$ cat src/rtl/anreg_pkg.sv
// package: register map, field layout and reset values of the ability registers
`default_nettype none
package anreg_pkg;
  localparam logic [4:0] REG_ID1 = 5'h02;
  localparam logic [4:0] REG_ID2 = 5'h03;
  localparam logic [4:0] REG_ADV = 5'h04;
  localparam logic [4:0] REG_LPA = 5'h05;
  localparam int BIT_NP = 15;
  localparam int BIT_ACK = 14;
  localparam int BIT_RF = 13;
  localparam int BIT_PAUSE = 10;
  localparam int BIT_T4 = 9;
  localparam int BIT_TXFD = 8;
  localparam int BIT_TX = 7;
  localparam int BIT_10FD = 6;
  localparam int BIT_10 = 5;
  localparam int SEL_LSB = 0;
  localparam logic [4:0] SEL_ETHERNET = 5'h01;
  localparam logic [4:0] SEL_ISLAN = 5'h02;
  localparam logic [4:0] SEL_RSVD_LO = 5'h00;
  localparam logic [4:0] SEL_RSVD_HI = 5'h1F;
  // writable bits of the advertisement word: 13, 10..0
  localparam logic [15:0] ADV_WMASK = 16'h27FF;
  // link code word field order matches the partner register
  localparam logic [15:0] LPA_RESET = 16'h0000;
  // identifier values are arbitrary neutral codes
  localparam logic [23:0] ORG_ID = 24'h123456;
  localparam logic [5:0] MODEL_NUM = 6'h05;
  localparam logic [3:0] REV_NUM = 4'h1;
endpackage
`default_nettype wire

$ cat src/rtl/adv_word_if.sv
// interface: local advertisement word and its write strobe between modules
`timescale 1ns/1ps
`default_nettype none
interface adv_word_if;
  logic wr;
  logic [15:0] wdata;
  logic [15:0] word;
  modport owner (input wr, input wdata, output word);
  modport user (output wr, output wdata, input word);
endinterface
`default_nettype wire

$ cat src/rtl/adv_store.sv
// module: local advertisement register with strap-loaded defaults
`timescale 1ns/1ps
`default_nettype none
module adv_store (
  input wire logic clk,
  input wire logic srst,
  input wire logic ce,
  input wire logic full_duplex_strap_pin,
  input wire logic speed_config_strap_pin,
  adv_word_if.owner aw
);
  import anreg_pkg::*;
  logic [15:0] adv_r;
  logic [15:0] adv_nxt;

  // reset loads straps, writes touch only writable bits
  always_comb begin
    adv_nxt = adv_r;
    if (srst) begin
      adv_nxt = '0;
      adv_nxt[SEL_LSB +: 5] = SEL_ETHERNET;
      adv_nxt[BIT_10FD] = full_duplex_strap_pin & speed_config_strap_pin;
      adv_nxt[BIT_10] = speed_config_strap_pin;
    end else if (aw.wr) begin
      adv_nxt = aw.wdata & ADV_WMASK;
    end
  end

  // strap capture is a clocked load, not an async reset value
  always_ff @(posedge clk) begin
    if (ce) adv_r <= adv_nxt;
  end

  // reserved bits 15, 14, 12, 11 never leave the mask
  assign aw.word = {adv_r[15:13], 2'b00, adv_r[10:0]};
endmodule // adv_store
`default_nettype wire

$ cat src/rtl/autoneg_ability_registers.sv
// module: auto-negotiation ability registers with identifier read-back
// Functional notes
// - software-written remote fault bit, reset zero, advertised in outgoing code word.
// - writable pause bit, reset zero, advertises full-duplex pause.
// - four-pair 100 Mb ability bit writable though unsupported; reset zero.
// - four writable ability bits for 100/10 Mb full and half duplex.
// - at reset, 10 Mb full-duplex bit is duplex strap AND speed strap.
// - at reset, 10 Mb half-duplex bit takes the speed strap level.
// - five-bit selector, reset 00001 Ethernet; 00010 means integrated services LAN.
// - read-only partner multiple-page ability bit.
// - read-only partner acknowledge bit.
// - read-only partner pause and remote fault bits as received.
// - five read-only partner technology bits as received.
// - partner five-bit selector read-only, same meanings as local.
// - first identifier register returns organization identifier bits 3 to 18.
// - second identifier holds identifier bits 19 to 24, model, revision.
`timescale 1ns/1ps
`default_nettype none
module autoneg_ability_registers (
  input wire logic clk,
  input wire logic srst,
  input wire logic ce,
  input wire logic full_duplex_strap_pin,
  input wire logic speed_config_strap_pin,
  input wire logic reg_wr,
  input wire logic reg_rd,
  input wire logic [4:0] reg_addr,
  input wire logic [15:0] reg_wdata,
  output logic [15:0] reg_rdata,
  output logic reg_hit,
  input wire logic rx_word_valid,
  input wire logic [15:0] rx_word,
  output logic [15:0] tx_word,
  output logic sel_illegal
);
  import anreg_pkg::*;

  adv_word_if aw ();
  logic [15:0] lpa_r;
  logic [15:0] lpa_nxt;
  logic [15:0] rdata_r;
  logic [15:0] rdata_nxt;
  logic hit_r;
  logic hit_nxt;
  logic [15:0] id1_val;
  logic [15:0] id2_val;

  adv_store u_adv (
    .clk(clk),
    .srst(srst),
    .ce(ce),
    .full_duplex_strap_pin(full_duplex_strap_pin),
    .speed_config_strap_pin(speed_config_strap_pin),
    .aw(aw)
  );

  // management writes reach only the advertisement word
  assign aw.wr = reg_wr && reg_addr == REG_ADV;
  assign aw.wdata = reg_wdata;

  // the outgoing link code word carries the advertisement as held
  assign tx_word = aw.word;

  // flag a selector that must not go on the wire
  assign sel_illegal = aw.word[4:0] != SEL_ETHERNET && aw.word[4:0] != SEL_ISLAN;

  // identifier bit mapping, organization identifier numbered from 1
  assign id1_val = ORG_ID[21:6];
  assign id2_val = {ORG_ID[5:0], MODEL_NUM, REV_NUM};

  // partner word only follows received code words
  always_comb begin
    lpa_nxt = lpa_r;
    if (srst) begin
      lpa_nxt = LPA_RESET;
    end else if (rx_word_valid) begin
      lpa_nxt = rx_word;
    end
  end

  // registered read data decode
  always_comb begin
    rdata_nxt = 16'h0000;
    hit_nxt = 1'b0;
    if (!srst && reg_rd) begin
      hit_nxt = 1'b1;
      unique case (reg_addr)
        REG_ID1: rdata_nxt = id1_val;
        REG_ID2: rdata_nxt = id2_val;
        REG_ADV: rdata_nxt = aw.word;
        REG_LPA: rdata_nxt = {lpa_r[15:13], 2'b00, lpa_r[10:0]};
        default: begin
          rdata_nxt = 16'h0000;
          hit_nxt = 1'b0;
        end
      endcase
    end
  end

  // partner word register, frozen while the enable is low
  always_ff @(posedge clk) begin
    if (ce) lpa_r <= lpa_nxt;
  end

  // read data register, cleared on an enabled cycle with no read taken, held while the enable is low
  always_ff @(posedge clk) begin
    if (ce) begin
      rdata_r <= rdata_nxt;
      hit_r <= hit_nxt;
    end
  end

  // read answer straight from the flops
  assign reg_rdata = rdata_r;
  assign reg_hit = hit_r;
endmodule // autoneg_ability_registers
`default_nettype wire

$ cat config.mk
export PLATFORM = sky130hd
export DESIGN_NAME = autoneg_ability_registers
export DESIGN_NICKNAME = d
export VERILOG_FILES = /design/src/rtl/anreg_pkg.sv /design/src/rtl/adv_word_if.sv /design/src/rtl/adv_store.sv /design/src/rtl/autoneg_ability_registers.sv
export SDC_FILE = /design/constraint.sdc
export NUM_CORES = 1
export LEC_CHECK = 0
export ABC_AREA = 0
export BUFFER_PORTS_ARGS = -buffer_cell sky130_fd_sc_hd__buf_2
export CAP_MARGIN = 0
export CELL_PAD_IN_SITES_DETAIL_PLACEMENT = 1
export CELL_PAD_IN_SITES_GLOBAL_PLACEMENT = 2
export CORE_ASPECT_RATIO = 0.75
export CORE_MARGIN = 5
export CORE_UTILIZATION = 30
export DETAILED_ROUTE_END_ITERATION = 8
export PLACE_DENSITY = 0.83
export SYNTH_ARGS = -nofsm -noshare
export SYNTH_HDL_FRONTEND = slang
export SYNTH_SLANG_ARGS = --single-unit
$ cat constraint.sdc
create_clock -name clk -period 2.15 [get_ports clk]
set_input_delay 0.215 -clock clk [delete_from_list [all_inputs] [get_ports clk]]
set_output_delay 0.215 -clock clk [all_outputs]
set_load 0.03 [all_outputs]
### After elaboration in Yosys (flattened, before gate mapping)

Cells that the tools add are included.

| word-level totals | value |
|---|---|
| register bits | 45 |
| bits of input ports | 45 |

| cells by class | value |
|---|---|
| equal/unequal tests | 6 |
| muxes and demuxes | 5 |
| bitwise operators | 1 |
| reduce and logical (&&, ||, !) cells | 9 |

Operators by type and width:

| kind | count |
|---|---|
| 16-bit case mux with 4 select lines | 1 |
| 16-bit 2-to-1 mux | 1 |
| 14-bit 2-to-1 mux | 1 |
| 5-bit by 2-bit == test with 1-bit output (second input constant) | 2 |
| 5-bit by 3-bit == test with 1-bit output (second input constant) | 2 |
| 7-bit 2-to-1 mux | 1 |
| 5-bit by 1-bit inequality test with 1-bit output (second input constant) | 1 |
| 5-bit by 2-bit inequality test with 1-bit output (second input constant) | 1 |
| 2-bit AND reduction | 2 |
| 2-bit nonzero test | 2 |
| 4-bit OR reduction | 1 |
| 1-bit logical AND | 3 |
| 1-bit AND | 1 |
| 1-bit logical NOT | 1 |
| 1-bit 2-to-1 mux | 1 |

### Depth between registers and ports, before layout

Gate-level depths: netlist of run 1.

| depth | value |
|---|---|
| depth in word-level cells | 4 |
| depth in mapped cells | 4 |
| mapped depth without buffers | 3 |

### Hierarchy

A second synthesis of run 1 with hierarchy kept.

| unflattened totals | value |
|---|---|
| cells, all modules | 145 |
| area, all modules | 2,074.5 µm² |

By module, submodules not included:

| module | instances | cells an instance | area each (µm²) |
|---|---|---|---|
| autoneg_ability_registers | 1 | 112 | 1,571.5 |
| adv_store | 1 | 33 | 503.0 |

### Worst setup path after synthesis of run 1

No wires, ideal clock.

| path | value |
|---|---|
| kind | input-to-reg |
| start point | input reg_addr[4] |
| end point | register u_adv.adv_r[0] (enable) |
| arrival time | 1.247 ns |
| required time | 1.768 ns |
| slack | 0.521 ns |
| stages on the path | 3 |
| buffers on the path | 0 |
| path through | nor4b_4 -> a31oi_1 -> nor2b_1 |

| on the way | value |
|---|---|
| longest elaborated chain between the ends | 4 |

Ends and longest elaborated chain:

| what | RTL line | text |
|---|---|---|
| start: declaration | autoneg_ability_registers.sv:27 | `input wire logic [4:0] reg_addr,` |
| 5-bit by 3-bit == test with 1-bit output | autoneg_ability_registers.sv:58 | `assign aw.wr = reg_wr && reg_addr == REG_ADV;` |
| 1-bit logical AND | autoneg_ability_registers.sv:58 |  |
| 2-bit nonzero test (no source line) | n/a |  |
| 2-bit AND reduction (no source line) | n/a |  |
| end signal: assignment | adv_store.sv:31 | `if (ce) adv_r <= adv_nxt;` |
| end: declaration | adv_store.sv:13 | `logic [15:0] adv_r;` |

No other way between the ends.
A chain may end at the register's enable or synchronous reset.

### Final worst setup path of run 1

| path | value |
|---|---|
| start point | register u_adv.adv_r[0] |
| end point | output sel_illegal |

| on the way | value |
|---|---|
| longest elaborated chain between the ends | 2 |

Ends and longest elaborated chain:

| what | RTL line | text |
|---|---|---|
| 5-bit by 1-bit inequality test with 1-bit output or 5-bit by 2-bit inequality test with 1-bit output (tied branches) | autoneg_ability_registers.sv:65 | `assign sel_illegal = aw.word[4:0] != SEL_ETHERNET && aw.word[4:0] != SEL_ISLAN;` |
| 1-bit logical AND (*) | autoneg_ability_registers.sv:65 |  |
| end: declaration | autoneg_ability_registers.sv:34 | `output logic sel_illegal` |

Mark *: on every way between the ends. The rest lies on a longest branch, timed or not.

==> metrics, run 1 <==
wire per inst about 16 µm; setup ws final ~0.37 ns; first-pass GRT wire length 7169 µm; drt drc 0; vias about 1200; Detailed Place HPWL 3658 µm; Multi-input gate area 530.5 µm²; Die ar. ~8000 µm²; CP max stage cell or4_1; CTS tree done; area share of the largest cell type after synthesis 68.71%; startpoint types flip-flop; CP Class reg2out; CTS HTree Levels 2; I/O Buffers 68; clock sinks 43; synth warn 0; max-capacitance violation count 0; setup bufs post-CTS 0; Worst setup EP type primary output; pre-CTS WS 0.5603 ns; row count 25; Power Density 725.0 nW/µm²; Distinct cells, synth 25; Starting Density 30.34%; core footprint 6193 µm²; Clock Latency Late Sink 0.29 ns; CP max stage delay 0.46 ns; CTS Hold Bufs 0; FF+latch area 1291 µm²; Critical Path AT 1.56 ns; GPL Wtd Cong 0.7295; largest fanout on the critical path 3; RSZ-0062 raised after global routing false; mapped cell area 1879 µm²; Clock Tree Buf Depth 2; antenna-violating nets left 0; die width slightly above 100 µm; TritonCTS Buffers 5; layout cells sized above 1 39.90%; CP Cell Sequence xnor2_1 -> or4_1 -> buf_2; Clock Pin Slew Worst Setup and Hold Paths 0.08 ns; fin crit share 82.70%; cell taking the most area after synthesis edfxtp_1; setup TNS 0 ns; Hold Crit Class in2reg; worst clock skew 0.007022 ns; post-CTS sizing 0; Synth Area per Inst 14.46 µm²; net count reported at finish 247; I/O pins 79; Max Freq 562.4 MHz; die height 78.55 µm; P_leak 0.9709 nW; Synth area leaders edfxtp_1 69%, nor2b_1 9.0%, mux2i_1 4.3%; Gate Count Post-Synth 130; Core Util, Final 38.51%; via/cell ratio approximately 4.3; sequential area share after synthesis 68.71%; filler cell count between 600 and 700; largest net degree at the start of global routing 29; max-slew violations 0; drt first-iter violations 39; status finished, final reports clean; area grow syn2layout 26.90%; # diodes 0; min cycle time layout approximately 1.8 ns; GRT Overall Usage between 10% and 20%; Slew headroom 53.42%; VDD IR max 0.2059 mV; #FFs+latches synth 43; Pre-antenna DRT Iters 4; final wirelength 4677 µm; Pwr Total 1.729 mW; Hold Vio Cnt, Final 0; Crit path required time 1.93 ns; clock root buffer clkbuf_8; # setup viols final 0; initial antenna violation count 0; actual slew at the worst max-slew pin approximately 0.7 ns; number of global-route vias before repair 1389; final hold slack 0.1931 ns; GRT overflow 0
kinds of logic (layout without fill, tap and decap cells):
family / after synthesis / count (layout) / synth area share, %
DFF: 43 / 43 / 68.71
buffers and inverters: 13 / 83 / 3.661
xor gates and xnor gates: 1 / 1 / 0.4661
and+or+nand+nor: 50 / 50 / 16.78
AOI/OAI and AO/OA: 9 / 9 / 2.930
other: 1 / 4 / 0.1995
muxes: 13 / 13 / 7.257
cell usage in the layout (no fill, tap or decap), drive strengths merged, types with 2 or more instances in the layout:
master  Yosys  final
nor2       13     13
buf         8     71
clkbuf      1      5
clkinv      0      2
nor4b       3      3
edfxtp     43     43
o21ai       2      2
inv         4      4
nor2b      27     27
conb        1      4
a21oi       4      4
mux2        5      5
nand2       3      3
mux2i       8      8
worst paths after layout:
kind / endpoint / slack (ns) / startpoint / cells past startpoint
worst max-delay path: sel_illegal / 0.37 / u_adv.adv_r[0] / 3
worst min-delay path: u_adv.adv_r[0] / 0.19 / reg_wdata[0] / 2
worst max register to register: reg_rdata[0] / 0.91 / u_adv.adv_r[0] / 3
worst min register to register: reg_rdata[2] / 0.59 / lpa_r[2] / 2
stage by stage:
| step | cells | area (µm²) |
|---|---|---|
| floorplan | 133 | 1891 |
| global placement | 276 | 2301 |
| detailed placement | 276 | 2301 |
| CTS | 284 | 2385 |
| global route | 284 | 2385 |
| finish | 284 | 2385 |
critical path: cells and delay by family (launching register included):
family        cells  cell delay (ns)
simple gates      1             0.46
flops             1             0.45
xor+xnor          1             0.16
buf+inv           1             0.21
area by class of cell:
class | instances | area share (%)
repair buffers | 71 | 15.22
clock inverters | 3 | 0.6296
inverters | 4 | 0.6296
flip-flops and latches | 43 | 54.14
multi-input cells | 77 | 22.25
clock buffers | 5 | 2.886
well taps | 81 | 4.250
where the power goes:
part	switching, mW	internal [mW]	total (mW)	leakage [nW]
Sequential	0.0205	0.978	0.998	0.414
Combinational	0.151	0.0827	0.233	0.517
Clock	0.277	0.221	0.498	0.0392
metal layers:
layer | vias to the layer above | global-route usage (%) | share of wire (%)
met2 | 48 | 20.30 | 48
met3 | 5 | 1.954 | 5.5
li1 | 595 | - | -
met1 | 587 | 15.26 | 46
met4 | 0 | 4.781 | 1.3
met5 | - | 0 | 0
sequential cells by signal (all words and copies together) (netlist names):
name         cells
reg_rdata       16
lpa_r           14
u_adv.adv_r     12
reg_hit          1
synth_stat cells (all sizes together):
library cell	number
and4	1
conb	1
edfxtp	43
mux2	5
mux2i	8
a21oi	4
nand2	3
clkbuf	1
a31oi	1
nor2b	27
a22oi	1
or4	1
nor2	13
inv	4
xnor2	1
or2	1
nor4b	3
o21a	1
nand3	1
o21ai	2
buf	8
Power figures use the tool's default switching activity.
==> inputs of run 2 (changes only) <==
--- a/config.mk
+++ b/config.mk
@@ -12,9 +12,9 @@
 export CELL_PAD_IN_SITES_GLOBAL_PLACEMENT = 2
 export CORE_ASPECT_RATIO = 0.75
 export CORE_MARGIN = 5
-export CORE_UTILIZATION = 30
+export CORE_UTILIZATION = 27
 export DETAILED_ROUTE_END_ITERATION = 8
-export PLACE_DENSITY = 0.83
+export PLACE_DENSITY = 0.79
 export SYNTH_ARGS = -nofsm -noshare
 export SYNTH_HDL_FRONTEND = slang
 export SYNTH_SLANG_ARGS = --single-unit
==> constraint.sdc (replaced) <==
create_clock -name clk -period 1.6 [get_ports clk]
set_input_delay 0.16 -clock clk [delete_from_list [all_inputs] [get_ports clk]]
set_output_delay 0.16 -clock clk [all_outputs]
set_load 0.03 [all_outputs]
==> metrics, run 2 (synthesis results as in run 1) <==
status finished with violations (was finished, final reports clean); failing checks setup timing; Multi-input gate area 534.3 µm² (was 530.5 µm²); Clock Pin Slew Worst Setup and Hold Paths 0.08 ns (about the same); Clock Tree Buf Depth 2 (unchanged); max reg flops 16 (unchanged); most common cell after layout, fill and taps aside buf_2 (unchanged); drt drc 0 (unchanged); worst reg2reg path startpoint u_adv.adv_r[0] (unchanged); Die ar. 8746 µm² (was 7964 µm²); initial antenna violation count 0 (unchanged); Starting Density 27.64% (was 30.34%); clock sinks 43 (unchanged); hold depth 2 (unchanged); drt first-iter violations 29 (was 39); Power Density 1006 nW/µm² (was 725.0 nW/µm²); Layout Cells excl Fill 294 (was 284); M2 GR Usage 19.34% (was 20.30%); number of global-route vias before repair 1402 (was 1389); largest fanout on the critical path 2 (was 3); VDD IR max 0.3279 mV (was 0.2059 mV); max-capacitance violation count 0 (unchanged); via/cell ratio 4.204 (was 4.349); RSZ-0062 raised after global routing true (was false); core footprint 6799 µm² (was 6193 µm²); CTS Hold Bufs 0 (unchanged); RR Endpoint reg_rdata[0] (unchanged); Clock Latency Late Sink 0.29 ns (about the same); met1 Use GR 13.12% (was 15.26%); startpoint types flip-flop (unchanged); max-slew violations 0 (unchanged); CP Class reg2out (unchanged); final wirelength 4478 µm (was 4677 µm); pre-CTS WS 0.2306 ns (was 0.5603 ns); most frequent cells in the layout 67 x buf_2, 43 x edfxtp_1, 27 x nor2b_1 (was 68 x buf_2, 43 x edfxtp_1, 27 x nor2b_1); R2R cell count 5 (was 3); I/O pins 79 (unchanged); GRT overflow 0 (unchanged); area grow syn2layout 31.69% (was 26.90%); fin crit share 101.2%; FF+latch area 1291 µm² (unchanged); Max Freq 617.3 MHz; GPL Wtd Cong 0.7963 (was 0.7295); largest net degree at the start of global routing 15 (was 29); # diodes 0 (unchanged); Detailed Place HPWL 3613 µm (was 3658 µm); Core Util, Final 36.40% (was 38.51%); row count 26 (was 25); vias 1236 (was 1235); layout cells sized above 1 42.86% (was 39.90%); Crit path required time 1.44 ns (was 1.93 ns); I/O Buffers 68 (unchanged); busiest grt layer met2 (unchanged); setup ws final -0.01989 ns (was 0.3719 ns); die height 82.25 µm (was 78.55 µm); FF-to-FF setup slack 0.10 ns (was 0.91 ns); Hold Crit Class in2reg (unchanged); P_leak 1.027 nW (was 0.9709 nW); worst clock skew 0.002108 ns (was 0.007022 ns); HP Start reg_wdata[0] (unchanged); GRT Overall Usage 10.92% (was 12.02%); TritonCTS Buffers 5 (unchanged); Worst setup EP type primary output (unchanged); CTS tree done (unchanged); Critical Path AT 1.46 ns (was 1.56 ns); # setup viols final 1 (was 0); placed instance count 284 (was 276); met3 Use GR 2.953% (was 1.954%); net count reported at finish 254 (was 247); filler cell count 738 (was 689); actual slew at the worst max-slew pin 0.5301 ns (was 0.6889 ns); Pre-antenna DRT Iters 4 (unchanged); antenna-violating nets left 0 (unchanged); Hold Vio Cnt, Final 0 (unchanged); first-pass GRT wire length 7182 µm (was 7169 µm); die width 106.3 µm (was 101.4 µm); Hold Path Sink u_adv.adv_r[0] (unchanged); min cycle time layout 1.620 ns; Slew headroom 64.16% (was 53.42%); CTS HTree Levels 2 (unchanged); wire per inst 15.23 µm (was 16.47 µm); clock root buffer clkbuf_8 (unchanged)
==> run 2: how the worst max path moves through the flow <==
stage | end | slack (ns) | startpoint | cells after the start
floorplan | u_adv.adv_r[0] | 0.03 | reg_addr[4] | 3
global placement | u_adv.adv_r[9] | 0.25 | reg_addr[4] | 5
detailed placement | u_adv.adv_r[7] | 0.23 | reg_addr[4] | 5
CTS | sel_illegal | -0.03 | u_adv.adv_r[0] | 3
global route | sel_illegal | -0.09 | u_adv.adv_r[0] | 3
finish | sel_illegal | -0.02 | u_adv.adv_r[0] | 3
==> run 2: metrics by stage <==
step	instance area (µm²)	hold slack (ns)	power [mW]	TNS, ns
2_1_floorplan	1891	0.2725	1.554	0
3_3_place_gp	2342	0.4437	1.682	0
3_5_place_dp	2342	0.4409	1.691	0
4_1_cts	2464	0.1319	2.516	-0.02870
5_1_grt	2475	0.1306	2.609	-0.08947
6_report	2475	0.1413	2.489	-0.01989
==> run 2: where the power goes <==
group,total (mW),switching (mW),internal [mW]
sequential,1.34,0.0254,1.31
clock,0.826,0.368,0.457
combinational,0.325,0.201,0.124
total,2.49,0.595,1.89
==> run 2: metal layers <==
layer	up-vias	wire, µm	share of wire (%)
met3	5	283	6.3
met1	577	1921	43
met2	42	2217	50
li1	612	-	-
met4	0	55	1.2
met5	-	0	0
==> run 2: what timing repair did <==
item                       CTS  global route
pin swaps                    1             0
setup endpoints to repair    1             1
gates resized for setup      2             1
setup buffers                1             1
==> run 2: critical path, cell delays in order (launching register included) <==
cell and delay [ns]:
edfxtp_1 0.45, xnor2_1 0.16, or4_4 0.41, buf_6 0.15
==> run 2: final cells by class <==
cell class / instances / area share, %
tap: 84 / 4.247
timing repair buffer: 78 / 17.04
clock inverter: 3 / 1.567
inverter: 4 / 0.6067
clock buffer: 5 / 2.781
multi-input combinational: 77 / 21.59
sequential: 43 / 52.17
==> inputs of run 3 (changes only) <==
--- a/config.mk
+++ b/config.mk
@@ -14,7 +14,9 @@
 export CORE_MARGIN = 5
 export CORE_UTILIZATION = 27
 export DETAILED_ROUTE_END_ITERATION = 8
+export MAX_ROUTING_LAYER = met4
 export PLACE_DENSITY = 0.79
 export SYNTH_ARGS = -nofsm -noshare
 export SYNTH_HDL_FRONTEND = slang
 export SYNTH_SLANG_ARGS = --single-unit
+export TNS_END_PERCENT = 50
==> metrics, run 3 (synthesis results as in run 1) <==
status finished with violations (unchanged); failing checks setup timing (unchanged); actual slew at the worst max-slew pin 0.5301 ns (unchanged); FF-to-FF setup slack 0.10 ns (about the same); via/cell ratio 4.211 (was 4.204); Slew headroom 64.16% (unchanged); placed instance count 284 (unchanged); HP Start reg_wdata[0] (unchanged); die width 106.3 µm (unchanged); Die ar. 8746 µm² (unchanged); R2R cell count 5 (unchanged); core footprint 6799 µm² (unchanged); die height 82.25 µm (unchanged); CP max stage cell edfxtp_1 (unchanged); Clock Pin Slew Worst Setup and Hold Paths 0.08 ns (about the same); drt drc 0 (unchanged); final hold slack 0.1410 ns (was 0.1413 ns); largest fanout on the critical path 2 (unchanged); most frequent cells in the layout 67 x buf_2, 43 x edfxtp_1, 27 x nor2b_1 (unchanged); first-pass GRT wire length 7169 µm (was 7182 µm); RR Endpoint reg_rdata[0] (unchanged); max-slew violations 0 (unchanged); area grow syn2layout 31.69% (unchanged); P_leak 1.027 nW (unchanged); max-capacitance violation count 0 (unchanged); TritonCTS Buffers 5 (unchanged); largest net degree at the start of global routing 15 (unchanged); setup TNS -0.01989 ns (unchanged); Hold Vio Cnt, Final 0 (unchanged); Power Density 1006 nW/µm² (about the same); GPL Wtd Cong 0.8076 (was 0.7963); Starting Density 27.64% (unchanged); fin crit share 101.2% (unchanged); drt first-iter violations 28 (was 29); most common cell after layout, fill and taps aside buf_2 (unchanged); Detailed Place HPWL 3613 µm (unchanged); CTS tree done (unchanged); # diodes 0 (unchanged); I/O pins 79 (unchanged); CP Cell Sequence xnor2_1 -> or4_4 -> buf_6 (unchanged); initial antenna violation count 0 (unchanged); Crit path buffers/inverters 1 (unchanged); min cycle time layout 1.620 ns (unchanged); antenna-violating nets left 0 (unchanged); final wirelength 4483 µm (was 4478 µm); pre-CTS WS 0.2306 ns (unchanged); net count reported at finish 254 (unchanged); number of global-route vias before repair 1404 (was 1402); VDD IR max 0.3280 mV (was 0.3279 mV); Hold Crit Class in2reg (unchanged); CTS HTree Levels 2 (unchanged); Clock Tree Buf Depth 2 (unchanged); Core Util, Final 36.40% (unchanged); Worst setup EP type primary output (unchanged); CP max stage delay 0.45 ns (about the same); clock root buffer clkbuf_8 (unchanged); worst reg2reg path startpoint u_adv.adv_r[0] (unchanged); max reg flops 16 (unchanged); hold depth 2 (unchanged); GRT overflow 0 (unchanged); clock sinks 43 (unchanged); GRT Overall Usage 11.25% (was 10.92%); CP Class reg2out (unchanged); vias 1238 (was 1236); Max Freq 617.3 MHz (unchanged); I/O Buffers 68 (unchanged); row count 26 (unchanged); Pre-antenna DRT Iters 4 (unchanged); CP top delay family flip-flops (unchanged); Clock Latency Late Sink 0.29 ns (about the same); Crit path required time 1.44 ns (about the same); Layout Cells excl Fill 294 (unchanged); layout cells sized above 1 42.86% (unchanged); Critical Path AT 1.46 ns (about the same); setup ws final -0.01989 ns (unchanged); startpoint types flip-flop (unchanged); RSZ-0062 raised after global routing true (unchanged); worst clock skew 0.002108 ns (unchanged); # setup viols final 1 (unchanged); Hold Path Sink u_adv.adv_r[0] (unchanged); wire per inst 15.25 µm (was 15.23 µm)
[run 3: cell counts in the layout (fill, tap and decap cells not counted)]
Identical to the previous run, type by type.
[run 3: metal layers]
metal	part of all wire, %	GRT usage (%)	vias up
met3	5.5	2.486	5
met5	0	-	-
li1	-	-	612
met2	50	19.34	42
met1	44	13.41	579
met4	1.2	3.493	0
[run 3: power breakdown]
| part | internal [mW] | total [mW] | switching (mW) |
|---|---|---|---|
| clock | 0.457 | 0.825 | 0.368 |
| combinational | 0.124 | 0.325 | 0.202 |
| sequential | 1.31 | 1.34 | 0.0254 |
| total | 1.89 | 2.49 | 0.595 |
[run 3: final cells by class]
type | count | area, µm²
timing repair buffer | 78 | 421.7
sequential | 43 | 1291
clock buffer | 5 | 68.82
tap | 84 | 105.1
multi-input combinational | 77 | 534.3
fill | 738 | 4324
inverter | 4 | 15.01
clock inverter | 3 | 38.79
[run 3: repair_timing]
action,in CTS,in global routing
setup buffers,1,1
resized for setup,2,1
hold buffers,0,0
pin swaps,1,0
setup endpoints to repair,1,1
[run 3: through the flow]
stage                     total power, mW  area [µm²]
final                               2.489        2475
after global routing                2.609        2475
after CTS                           2.516        2464
after detailed placement            1.691        2342
after global placement              1.682        2342
after floorplan                     1.554        1891
[run 3: how the worst max path moves through the flow]
stage	start	end	slack [ns]	cells after the start
global placement	reg_addr[4]	u_adv.adv_r[9]	0.25	5
floorplan	reg_addr[4]	u_adv.adv_r[0]	0.03	3
detailed placement	reg_addr[4]	u_adv.adv_r[7]	0.23	5
global route	u_adv.adv_r[0]	sel_illegal	-0.09	3
CTS	u_adv.adv_r[0]	sel_illegal	-0.03	3
finish	u_adv.adv_r[0]	sel_illegal	-0.02	3
